[src/core/psram_pkg.sv]
// ****************************************************************
// Shared constants and types for the pseudo-static RAM device side
// ****************************************************************
package psram_pkg;

    // ****************************************************************
    // Geometry
    // ****************************************************************
    localparam int ADDR_W = 8;                 // Word address width of the array
    localparam int DATA_W = 16;                // Data bus width
    localparam int MEM_DEPTH = 256;            // Words held in the array
    localparam int FIFO_DEPTH = 8;             // Read path buffer depth

    // ****************************************************************
    // Burst configuration
    // ****************************************************************
    localparam logic [3:0] LATENCY = 4'h5;     // Clocks from burst start to first data
    localparam logic [3:0] BURST_LEN = 4'h4;   // Words per burst

    // ****************************************************************
    // Timing
    // ****************************************************************
    localparam int CLK_PERIOD_PS = 25000;      // Reference clock period
    localparam int BURST_CYCLE_MAX_NS = 2500;  // Longest burst cycle time, 2.5 us
    localparam int BURST_CYCLE_MAX_CLKS = (BURST_CYCLE_MAX_NS * 1000) / CLK_PERIOD_PS;
    localparam int BURST_END_GAP_PS = 7000;    // Burst end to next address valid
    localparam int BURST_END_GAP_CLKS =
        (BURST_END_GAP_PS + CLK_PERIOD_PS - 1) / CLK_PERIOD_PS;
    localparam logic [3:0] WRITE_RECOVERY_CLKS = 4'h1; // Write-low recovery

    // ****************************************************************
    // Types
    // ****************************************************************
    typedef enum logic [3:0] {
        ST_IDLE  = 4'b0001,
        ST_LAT   = 4'b0010,
        ST_READ  = 4'b0100,
        ST_WRITE = 4'b1000
    } burst_state_t;

    // Host-side strobes gathered together
    typedef struct packed {
        logic cs_n;
        logic address_valid_n;
        logic oe_n;
        logic we_n;
    } ctrl_pins_t;

    // One word in the read path
    typedef struct packed {
        logic [DATA_W-1:0] data;
    } word_t;

endpackage

[src/core/psram_fifo.sv]
`timescale 1ns/1ps
`default_nettype none
// ****************************************************************
// Word FIFO with valid/ready on both sides
// ****************************************************************
module psram_fifo
#(
    parameter int WIDTH = 16,
    parameter int DEPTH = 8
)
(
    // Clock and reset
    input wire logic clk,
    input wire logic rst,
    // Fill side
    input wire logic in_valid,
    output logic in_ready,
    input wire logic [WIDTH-1:0] in_data,
    // Drain side
    output logic out_valid,
    input wire logic out_ready,
    output logic [WIDTH-1:0] out_data,
    // Flush on deselect
    input wire logic flush
);
    localparam int AW = $clog2(DEPTH);

    logic [WIDTH-1:0] mem [DEPTH];        // Storage
    logic [AW:0] wr_r;                    // Write pointer with wrap bit
    logic [AW:0] rd_r;                    // Read pointer with wrap bit
    wire do_wr = in_valid && in_ready;
    wire do_rd = out_valid && out_ready;

    // Honest full and empty from wrap bits
    assign in_ready = !((wr_r[AW] != rd_r[AW]) && (wr_r[AW-1:0] == rd_r[AW-1:0]));
    assign out_valid = (wr_r != rd_r);
    assign out_data = mem[rd_r[AW-1:0]];

    // Pointers
    always_ff @(posedge clk)
    begin
        if (rst || flush)
        begin
            wr_r <= '0;
            rd_r <= '0;
        end
        else
        begin
            if (do_wr)
                wr_r <= wr_r + 1'b1;
            if (do_rd)
                rd_r <= rd_r + 1'b1;
        end
    end

    // Storage write, no reset needed on data
    always_ff @(posedge clk)
    begin
        if (do_wr)
            mem[wr_r[AW-1:0]] <= in_data;
    end
endmodule
`default_nettype wire

[src/core/psram_core.sv]
`timescale 1ns/1ps
`default_nettype none
// What this block does
// - Wait goes low on select or address edge
// - Wait rises one clock before latency expires
// - Wait floats when chip select rises
// - Burst starts on first edge, valid low
// - Stalled read holds word, resumes it first
module psram_core
import psram_pkg::*;
(
    // Clock and reset
    input wire logic REF_CLK,
    input wire logic RST,
    // Burst clock enable from the host; low means the burst clock is halted
    input wire logic BURST_CLK_EN,
    // Control strobes, all active low
    input wire logic CS_N,
    input wire logic ADDRESS_VALID_N,
    input wire logic OE_N,
    input wire logic WE_N,
    // Address and data
    input wire logic [ADDR_W-1:0] ADDR,
    input wire logic [DATA_W-1:0] DQ_IN,
    output logic [DATA_W-1:0] DQ_OUT,
    output logic DQ_OE_N,
    // Wait pin, low while data not ready, floated when deselected
    output logic WAIT_OUT,
    output logic WAIT_OE_N,
    // Status
    output logic BURST_BUSY,
    output logic BURST_OVERRUN
);
    // ****************************************************************
    // Storage and state
    // ****************************************************************
    logic [DATA_W-1:0] mem [MEM_DEPTH];     // Array contents
    ctrl_pins_t pins;                       // Grouped strobes
    ctrl_pins_t pins_prev_r;                // Strobes one clock ago
    burst_state_t state_r;                  // Burst sequencer
    burst_state_t state_nxt;
    logic [3:0] lat_cnt_r;                  // Latency countdown
    logic [3:0] beat_cnt_r;                 // Words left in burst
    logic [ADDR_W-1:0] addr_r;              // Current burst address
    logic is_write_r;                       // Burst is a write
    logic wait_r;                           // Wait level
    logic [DATA_W-1:0] dq_r;                // Output data register
    logic dq_oe_n_r;
    logic [15:0] cycle_cnt_r;               // Burst length watchdog
    logic overrun_r;
    logic async_we_prev_r;                  // Async write strobe history

    assign pins = '{cs_n: CS_N, address_valid_n: ADDRESS_VALID_N, oe_n: OE_N, we_n: WE_N};

    // ****************************************************************
    // Decode
    // ****************************************************************
    wire clk_on = BURST_CLK_EN;
    wire selected = !pins.cs_n;
    // Falling edges of select or address valid restart the wait
    wire fall_cs = pins_prev_r.cs_n && !pins.cs_n;
    wire fall_address_valid = pins_prev_r.address_valid_n && !pins.address_valid_n;
    // Burst start: first enabled edge with address valid low, idle only
    wire start = selected && !pins.address_valid_n && clk_on && (state_r == ST_IDLE);
    wire lat_done = (lat_cnt_r == 4'h1);
    wire last_beat = (beat_cnt_r == 4'h1);
    // Async write when the burst clock is idle and write strobe falls back high
    wire async_wr = selected && (state_r == ST_IDLE) && !clk_on && !async_we_prev_r && pins.we_n;

    // ****************************************************************
    // Read path FIFO; core pushes fetched words, pin side drains
    // ****************************************************************
    word_t fifo_in;
    word_t fifo_out;
    logic fifo_in_ready;
    logic fifo_out_valid;
    wire read_beat = (state_r == ST_READ) && clk_on;
    // Prefetch keeps the buffer ahead of the pins
    wire fetch = (state_r != ST_IDLE) && !is_write_r && fifo_in_ready;
    logic [ADDR_W-1:0] fetch_addr_r;
    assign fifo_in.data = mem[fetch_addr_r];
    wire pop = read_beat && fifo_out_valid;

    psram_fifo #(.WIDTH(DATA_W), .DEPTH(FIFO_DEPTH)) u_fifo
    (
        .clk(REF_CLK),
        .rst(RST),
        .in_valid(fetch),
        .in_ready(fifo_in_ready),
        .in_data(fifo_in.data),
        .out_valid(fifo_out_valid),
        .out_ready(read_beat),
        .out_data(fifo_out.data),
        .flush(!selected)
    );

    // ****************************************************************
    // Sequencer next state
    // ****************************************************************
    always_comb
    begin
        state_nxt = state_r;
        case (state_r)
            ST_IDLE:
                if (start)
                    state_nxt = ST_LAT;
            ST_LAT:
                if (!selected)
                    state_nxt = ST_IDLE;
                else if (clk_on && lat_done)
                    state_nxt = is_write_r ? ST_WRITE : ST_READ;
            ST_READ, ST_WRITE:
                if (!selected || (clk_on && last_beat))
                    state_nxt = ST_IDLE;
            default:
                state_nxt = ST_IDLE;
        endcase
    end

    // ****************************************************************
    // Sequencer registers
    // ****************************************************************
    always_ff @(posedge REF_CLK)
    begin
        if (RST)
        begin
            state_r <= ST_IDLE;
            pins_prev_r <= '{cs_n: 1'b1, address_valid_n: 1'b1, oe_n: 1'b1, we_n: 1'b1};
            async_we_prev_r <= 1'b1;
        end
        else
        begin
            state_r <= state_nxt;
            pins_prev_r <= pins;
            async_we_prev_r <= pins.we_n;
        end
    end

    // Counters and burst address; clock halt freezes them, not the prefetch address
    always_ff @(posedge REF_CLK)
    begin
        if (RST)
        begin
            lat_cnt_r <= '0;
            beat_cnt_r <= '0;
            addr_r <= '0;
            fetch_addr_r <= '0;
            is_write_r <= 1'b0;
        end
        else if (start)
        begin
            lat_cnt_r <= LATENCY;
            beat_cnt_r <= BURST_LEN;
            addr_r <= ADDR;
            fetch_addr_r <= ADDR;
            is_write_r <= !pins.we_n;
        end
        else
        begin
            if (clk_on && state_r == ST_LAT)
                lat_cnt_r <= lat_cnt_r - 4'h1;
            if (clk_on && (state_r == ST_READ || state_r == ST_WRITE))
            begin
                beat_cnt_r <= beat_cnt_r - 4'h1;
                addr_r <= addr_r + 1'b1;
            end
            if (fetch)
                fetch_addr_r <= fetch_addr_r + 1'b1;
        end
    end

    // Array writes: burst beats and asynchronous writes
    always_ff @(posedge REF_CLK)
    begin
        if (state_r == ST_WRITE && clk_on && selected)
            mem[addr_r] <= DQ_IN;
        else if (async_wr)
            mem[ADDR] <= DQ_IN;
    end

    // ****************************************************************
    // Wait pin
    // ****************************************************************
    always_ff @(posedge REF_CLK)
    begin
        if (RST)
            wait_r <= 1'b0;
        else if (fall_cs || fall_address_valid)
            wait_r <= 1'b0;
        else if (state_r == ST_LAT && clk_on && lat_cnt_r == 4'h2)
            wait_r <= 1'b1;
        else if (state_r == ST_IDLE)
            wait_r <= 1'b0;
    end
    assign WAIT_OUT = wait_r;
    assign WAIT_OE_N = pins.cs_n;

    // ****************************************************************
    // Read data output; register holds last word while halted
    // ****************************************************************
    always_ff @(posedge REF_CLK)
    begin
        if (RST)
        begin
            dq_r <= '0;
            dq_oe_n_r <= 1'b1;
        end
        else
        begin
            if (pop)
                dq_r <= fifo_out.data;
            dq_oe_n_r <= !(selected && !pins.oe_n && !is_write_r && state_r == ST_READ);
        end
    end
    assign DQ_OUT = dq_r;
    assign DQ_OE_N = dq_oe_n_r;

    // ****************************************************************
    // Burst cycle watchdog, flags a host that overstays
    // ****************************************************************
    always_ff @(posedge REF_CLK)
    begin
        if (RST)
        begin
            cycle_cnt_r <= '0;
            overrun_r <= 1'b0;
        end
        else if (state_r == ST_IDLE)
            cycle_cnt_r <= '0;
        else
        begin
            cycle_cnt_r <= cycle_cnt_r + 16'h1;
            if (cycle_cnt_r == 16'(BURST_CYCLE_MAX_CLKS))
                overrun_r <= 1'b1;
        end
    end
    assign BURST_BUSY = (state_r != ST_IDLE);
    assign BURST_OVERRUN = overrun_r;
endmodule
`default_nettype wire

[config.mk]
export PLATFORM = sky130hd
export DESIGN_NAME = psram_core
export DESIGN_NICKNAME = d
export VERILOG_FILES = /design/src/core/psram_pkg.sv /design/src/core/psram_fifo.sv /design/src/core/psram_core.sv
export SDC_FILE = /design/constraint.sdc
export NUM_CORES = 2
export LEC_CHECK = 0
export BUFFER_PORTS_ARGS = -buffer_cell sky130_fd_sc_hd__buf_2
export CAP_MARGIN = 20
export CELL_PAD_IN_SITES_DETAIL_PLACEMENT = 0
export CELL_PAD_IN_SITES_GLOBAL_PLACEMENT = 1
export CORE_MARGIN = 5
export CORE_UTILIZATION = 30
export DETAILED_ROUTE_END_ITERATION = 12
export PLACE_DENSITY = 0.54
export RECOVER_POWER = 50
export SYNTH_ARGS = -nofsm -noshare
export SYNTH_HDL_FRONTEND = slang
export SYNTH_MEMORY_MAX_BITS = 65536
export SYNTH_SLANG_ARGS = --single-unit
[constraint.sdc]
create_clock -name REF_CLK -period 6.4 [get_ports REF_CLK]
set_input_delay 1.28 -clock REF_CLK [delete_from_list [all_inputs] [get_ports REF_CLK]]
set_output_delay 1.28 -clock REF_CLK [all_outputs]
set_load 0.05 [all_outputs]
Yosys cells after proc, flatten, opt, wreduce, memory -nomap -nowiden

Memories as Yosys holds them, arrays and structs flattened. A register that Yosys moved wholly into a read port is not among the register bits.
Index checks and enable logic that the tools add are counted.

Multiplexer cells: 28
Bitwise logic cells: 1
Equal/unequal tests: 15
Add/subtract/negate cells: 7
Reductions and logical operators: 49

Operator list:

| kind                                                               | count |
|---|---|
| 8-bit two-way mux                                                  | 7 |
| 1-bit logical AND                                                  | 25 |
| 4-bit two-way mux                                                  | 5 |
| 16-bit by 1-bit adder with 16-bit output, second input constant    | 1 |
| 8-bit by 1-bit adder with 8-bit output, second input constant      | 2 |
| 16-bit by 7-bit == test with 1-bit output, second input constant   | 1 |
| 16-bit two-way mux                                                 | 1 |
| 16-bit OR reduction                                                | 1 |
| 4-bit by 1-bit == test with 1-bit output, second input constant    | 3 |
| 3-bit two-way mux                                                  | 4 |
| 4-bit case mux with 3 select lines                                 | 1 |
| 1-bit two-way mux                                                  | 10 |
| 1-bit logical NOT                                                  | 9 |
| 4-bit by 1-bit adder with 4-bit output, second input constant      | 2 |
| 4-bit by 2-bit == test with 1-bit output, second input constant    | 2 |
| 2-bit nonzero test                                                 | 4 |
| 2-bit OR reduction                                                 | 4 |
| 4-bit by 1-bit subtractor with 4-bit output, second input constant | 2 |
| 4-bit by 3-bit == test with 1-bit output, second input constant    | 1 |
| 4-bit == test, second input constant                               | 1 |
| 1-bit logical OR                                                   | 4 |
| 2-bit != test, second input constant                               | 2 |
| 4-bit by 1-bit != test with 1-bit output, second input constant    | 1 |
| 4-bit != test                                                      | 1 |
| 6 further kinds                                                    | 6 |

Bits in writable memories: 4224
Output and inout bits: 21
Logic and storage cells: 119
Memories: 2
Bits in registers: 59
Input bits: 31

Memory list:

| memory     | words | bits a word | rd ports | clocked after Yosys merged registers in | wr ports | RTL line         | text |
|---|---|---|---|---|---|---|---|
| mem        | 256   | 16          | 1        | 1                                       | 1        | psram_core.sv:37 | `logic [DATA_W-1:0] mem [MEM_DEPTH];` |
| u_fifo.mem | 8     | 16          | 1        | 1                                       | 1        | psram_fifo.sv:28 | `logic [WIDTH-1:0] mem [DEPTH];` |

Longest topological paths before layout

Word-level depth: 10
Mapped depth: 12
Depth with buffers taken out: 8

Cells and area by module

A second synthesis with hierarchy kept.

Cell total of the unflattened synthesis: 8065
Area, all modules: 167623.3 µm²

Modules (own cells, without submodules):

| module     | sequential area each (µm²) | area an instance (µm²) | times used | cells each |
|---|---|---|---|---|
| psram_core | 124499.4                   | 161951.6               | 1          | 7795 |
| psram_fifo | 4063.9                     | 5671.7                 | 1          | 270 |

Worst setup path after synthesis

Ideal clock, no wire load.

Path kind: in2reg
Start: input CS_N
End: memory mem[238][0], enable pin
Library setup time: 0.388 ns
Data arrival time: 3.272 ns
Buffers on the path: 3
Stages: 8
Setup slack: 2.739 ns
Required time: 6.012 ns
Cell sequence: nor2_1 nand4b_4 buf_6 buf_4 o21ai_2 nand3_1 buf_2 nor2_1

Word-level cells in the longest chain between the ends: 10
Elaborated cells between the ends (all ways): 14
Classes of those cells: 7 x mux; 7 x reduce/logical

Ends and longest elaborated chain:

| what                                                                    | RTL line          | text |
|---|---|---|
| from (decl)                                                             | psram_core.sv:18  | `input wire logic CS_N,` |
| 1-bit logical NOT (*)                                                   | psram_core.sv:59  | `wire selected = !pins.cs_n;` |
| 1-bit logical AND (4 in a row)                                          | psram_core.sv:68  | `wire async_wr = selected && (state_r == ST_IDLE) && !clk_on && !async_we_prev_r && pins.we_n;` |
| 1-bit two-way mux                                                       | psram_core.sv:177 | `else if (async_wr)` |
| 1-bit two-way mux                                                       | psram_core.sv:175 | `if (state_r == ST_WRITE && clk_on && selected)` |
| 1-bit two-way mux (not written as such)                                 | psram_core.sv:178 | `mem[ADDR] <= DQ_IN;` |
| 16-bit OR reduction (no source line)                                    | n/a               |  |
| 8-bit two-way mux (no source line) or 1-bit two-way mux (tied branches) | n/a               |  |
| to (decl)                                                               | psram_core.sv:37  |  |

Mark *: on every way between the ends. The rest lies on a longest branch, timed or not.

Final worst setup path

Start: input DQ_IN[3]
End: memory mem[149][3] (data pin)

Word-level cells in the longest chain between the ends: 1

Ends and longest elaborated chain:

| what                                | RTL line         | text |
|---|---|---|
| from (decl)                         | psram_core.sv:24 | `input wire logic [DATA_W-1:0] DQ_IN,` |
| 16-bit two-way mux (no source line) | n/a              |  |

Every way passes these cells.

==> summary.txt <==
Clock tree
  – H-tree depth: 5
  – TritonCTS clock tree: done
  – Num CTS Buffers: 433
  – Clock tree buffer depth: 4
  – Clk_lat worst skew: 1030 ps
  – Setup Fix Bufs, Post-CTS: 0
  – CTS Hold Buffers Added: 0
  – CTS sink cnt: 4307
  – Root Buffer Master: clkbuf_16
  – Post-CTS resize count: 0
  – CTS clk-pin slew, worst paths: 60 ps

Global routing
  – GRT overflow: 0
  – Antenna violations before repair: 35
  – First-pass GRT wire length: 678 mm
  – GRT Overall Usage: 16.6%
  – Vias in the first global route: 83500
  – Largest net degree at the start of global routing: between 100 and 150

Routing
  – Residual DRC: 0
  – Via count: 83300
  – First-iteration detailed-routing DRC count: 9115
  – Detailed-route wire length: 491 mm
  – First-pass DRT Iterations: 5
  – Wire per inst: 30.1 um
  – Vias per cell: just over 5
  – Post-DRT Antenna Nets: 0

Power
  – Power Density: ~340 mW/mm2
  – Cell leakage power: 57.1 nW
  – Power consumption: 64.8 mW
  – Peak supply drop: 0.235 mV

Timing
  – RSZ-0062 raised after global routing: no
  – Setup WS post-layout: about 760 ps
  – Final slew viol count: 2382
  – Final hold violation count: 0
  – Final Critical Period: 5640 ps
  – Fin Setup TNS: 0 ps
  – Setup violators final: 0
  – Period utilization: 88.1%
  – Slew at the pin closest to its max-slew limit: 5300 ps
  – Max_slew headroom: -254%
  – Fmax: ~180 MHz
  – Setup Skew: 81.5 ps

Placed design
  – PortBufs: 51
  – Detailed placer's ending HPWL: 299 mm
  – Post-Place Cells: between 15000 and 20000
  – Placer Congestion: 0.854
  – Post-placement worst setup slack: 1050 ps

Cells and area
  – Layout Nets: approximately 8500
  – Final Core Density: 34.6%
  – Share of cells above drive strength 1: 23.9%
  – Syn-to-layout area delta: 15.1%
  – Layout Cells excl Fill: 16300

Setup path
  – FF-to-FF Start: state_r[3]$_SDFFE_PP0P_
  – R2R setup slack: 1390 ps
  – Worst EP required: 7000 ps
  – R2r endpoint: mem[61][13]$_DFFE_PP_
  – Worst Path Class, Setup: input port to register
  – Endpoint type of the worst setup path: register
  – CP Cell Sequence: clkbuf_1 > clkbuf_2
  – Crit-path leading delay family: buffers and inverters
  – Crit path max fanout: 64
  – Max stage delay on crit path: 3410 ps
  – Arrival time worst endpoint: 6230 ps
  – Crit path buffers/inverters: 2
  – Reg2Reg Depth: 6
  – Slowest cell on crit path: clkbuf_1
  – CP Launch Type: input port

Min path
  – Hold path depth: 3
  – Hold_sp: OE_N
  – WHS Endpoint: DQ_OE_N$_SDFF_PP1_
  – Hold crit path type: input port to register

Die
  – Die W: 756 um
  – Rows: 274
  – Initial Utilization: 30.0%
  – DIE HEIGHT: 756 um
  – Die Footprint: 0.572 mm2
  – Number of placed I/O pins: 52
  – Core Area: 0.556 mm2

Yosys
  – Syn Std Cell Area: 0.167 mm2
  – #FFs+latches synth: 4307
  – Syn_area_per_cell: 20.9 um2
  – Asr flop ratio synth: 0%
  – Dominant synthesized flop cell: edfxtp_1
  – Largest family of logic cells by synthesized area: multiplexers
  – Post-synth EDFFs: ~4200
  – Mux contribution to synthesized area: 15.3%
  – Synth Area in XOR/XNOR: less than 1%
  – Post-synthesis adder-cell area fraction: 0.0824%
  – Sequential-to-total area share from yosys stat: 76.9%
  – Netlist cell types: 76
  – Syn. warnings: 0
  – Net count after synthesis: between 8000 and 9000
  – Cell count after synthesis: approximately 8000
  – Simple-gate share of the synthesized area: 2.01%
  – Synth Area in Compound Gates: 3.77%

Outcome
  – Outcome: complete, but fails checks
  – Failing checks: max-capacitance violations, max-slew violations

Run
  – Max cap viols: 34
==> placed cells by master (no fill, tap or decap), types with 18 or more instances in the layout <==
cell type	n
edfxtp_1	4224
mux4_2	815
mux2i_1	652
clkbuf_16	438
buf_4	361
o221ai_1	270
nor2_1	231
a21oi_1	206
o22ai_1	174
clkbuf_1	131
nor3_1	111
nor2_2	107
clkinv_1	101
nand2_1	93
dfxtp_1	78
clkinv_2	75
o21ai_0	61
mux2_2	51
bufinv_16	48
buf_12	43
buf_2	34
a22o_1	31
a211oi_1	30
nand2b_1	22
nand3_1	22
diode_2	20
nand4_1	20
xor2_1	20
inv_1	18
a221oi_1	18
o31ai_1	18
o32ai_1	18
==> flip-flops by register name, summed over array words and instances (netlist names), 2 cells and up, named ones only <==
register      count
DQ_OUT           16
addr_r            8
beat_cnt_r        4
cycle_cnt_r      16
fetch_addr_r      8
lat_cnt_r         4
mem            4096
pins_prev_r       2
state_r           4
u_fifo.mem      128
u_fifo.rd_r       4
u_fifo.wr_r       4
==> where the power goes <==
group	switching (mW)	leakage, nW	total (mW)	internal [mW]
combinational	5.27	11.7	8.18	2.92
clock	10.8	6.83	25.3	14.5
sequential	0.128	38.6	31.3	31.2
total	16.2	57.1	64.8	48.6
==> synthesized netlist by cell type, drive strengths merged, types with 21 or more instances <==
library cell  count  area share (%)
o21ai            69            0.22
nor3            114            0.34
nand2b           27            0.11
mux2             51            0.34
nor2            339            0.76
mux4            815              11
inv              21           0.047
a21oi           206            0.62
buf             259             1.2
dfxtp            83            0.99
mux2i           654             3.9
edfxtp         4224              76
o22ai           174            0.65
a211oi           30            0.13
nor4             27            0.10
clkbuf          225            0.51
nand2            94            0.21
o221ai          270             1.4
a22o             31            0.16
nand3            37            0.12
==> worst max path at each step <==
stage / start / endpoint / slack, ps / cells past startpoint
finish: DQ_IN[3] / mem[149][3]$_DFFE_PP_ / 760 / 2
global route: DQ_IN[8] / mem[70][8]$_DFFE_PP_ / 640 / 2
CTS: state_r[3]$_SDFFE_PP0P_ / mem[61][13]$_DFFE_PP_ / 1350 / 6
detailed placement: CS_N / mem[61][13]$_DFFE_PP_ / 1050 / 7
global placement: CS_N / mem[45][0]$_DFFE_PP_ / 1070 / 9
floorplan: CS_N / mem[238][0]$_DFFE_PP_ / 2740 / 8
==> final cells by class <==
| class | instances | area (um2) |
|---|---|---|
| diodes | 20 | 50.0 |
| clock buffers | 536 | 11300 |
| clock inverters | 266 | 2710 |
| fillers | 51800 | 364000 |
| inverters | 21 | 91.3 |
| multi-input cells | 3181 | 36100 |
| flip-flops and latches | 4307 | 129000 |
| well taps | 7452 | 9320 |
| repair buffers | 496 | 4070 |
==> tightest hold or removal path, cell delays in order <==
cell and delay, ps:
buf_2 80, nor2_1 30, nand3_1 70
==> kinds of logic after synthesis <==
group	after synthesis
buffers and inverters	505
flip-flops	4307
XOR/XNOR	36
adder cells (fa/ha/maj)	11
AND/OR/NAND/NOR	724
AO/OA/AOI/OAI	890
multiplexers	1520
==> layer usage <==
metal / vias up / wire length, um / share of wire [%] / GRT usage [%]
li1: 34700 / - / - / -
met1: 45100 / 210000 / 43 / 23.2
met2: 2919 / 233000 / 48 / 26.9
met3: 634 / 32600 / 6.6 / 2.73
met4: 2 / 15300 / 3.1 / 4.72
met5: - / 18 / 0.0037 / 0
==> stage by stage <==
stage                     hold slack, ps  area, um2
after global routing                 431     192000
after floorplan                      437     167000
final                                473     192000
after CTS                            375     193000
after global placement               453     178000
after detailed placement             463     178000
Power figures use the tool's default switching activity.
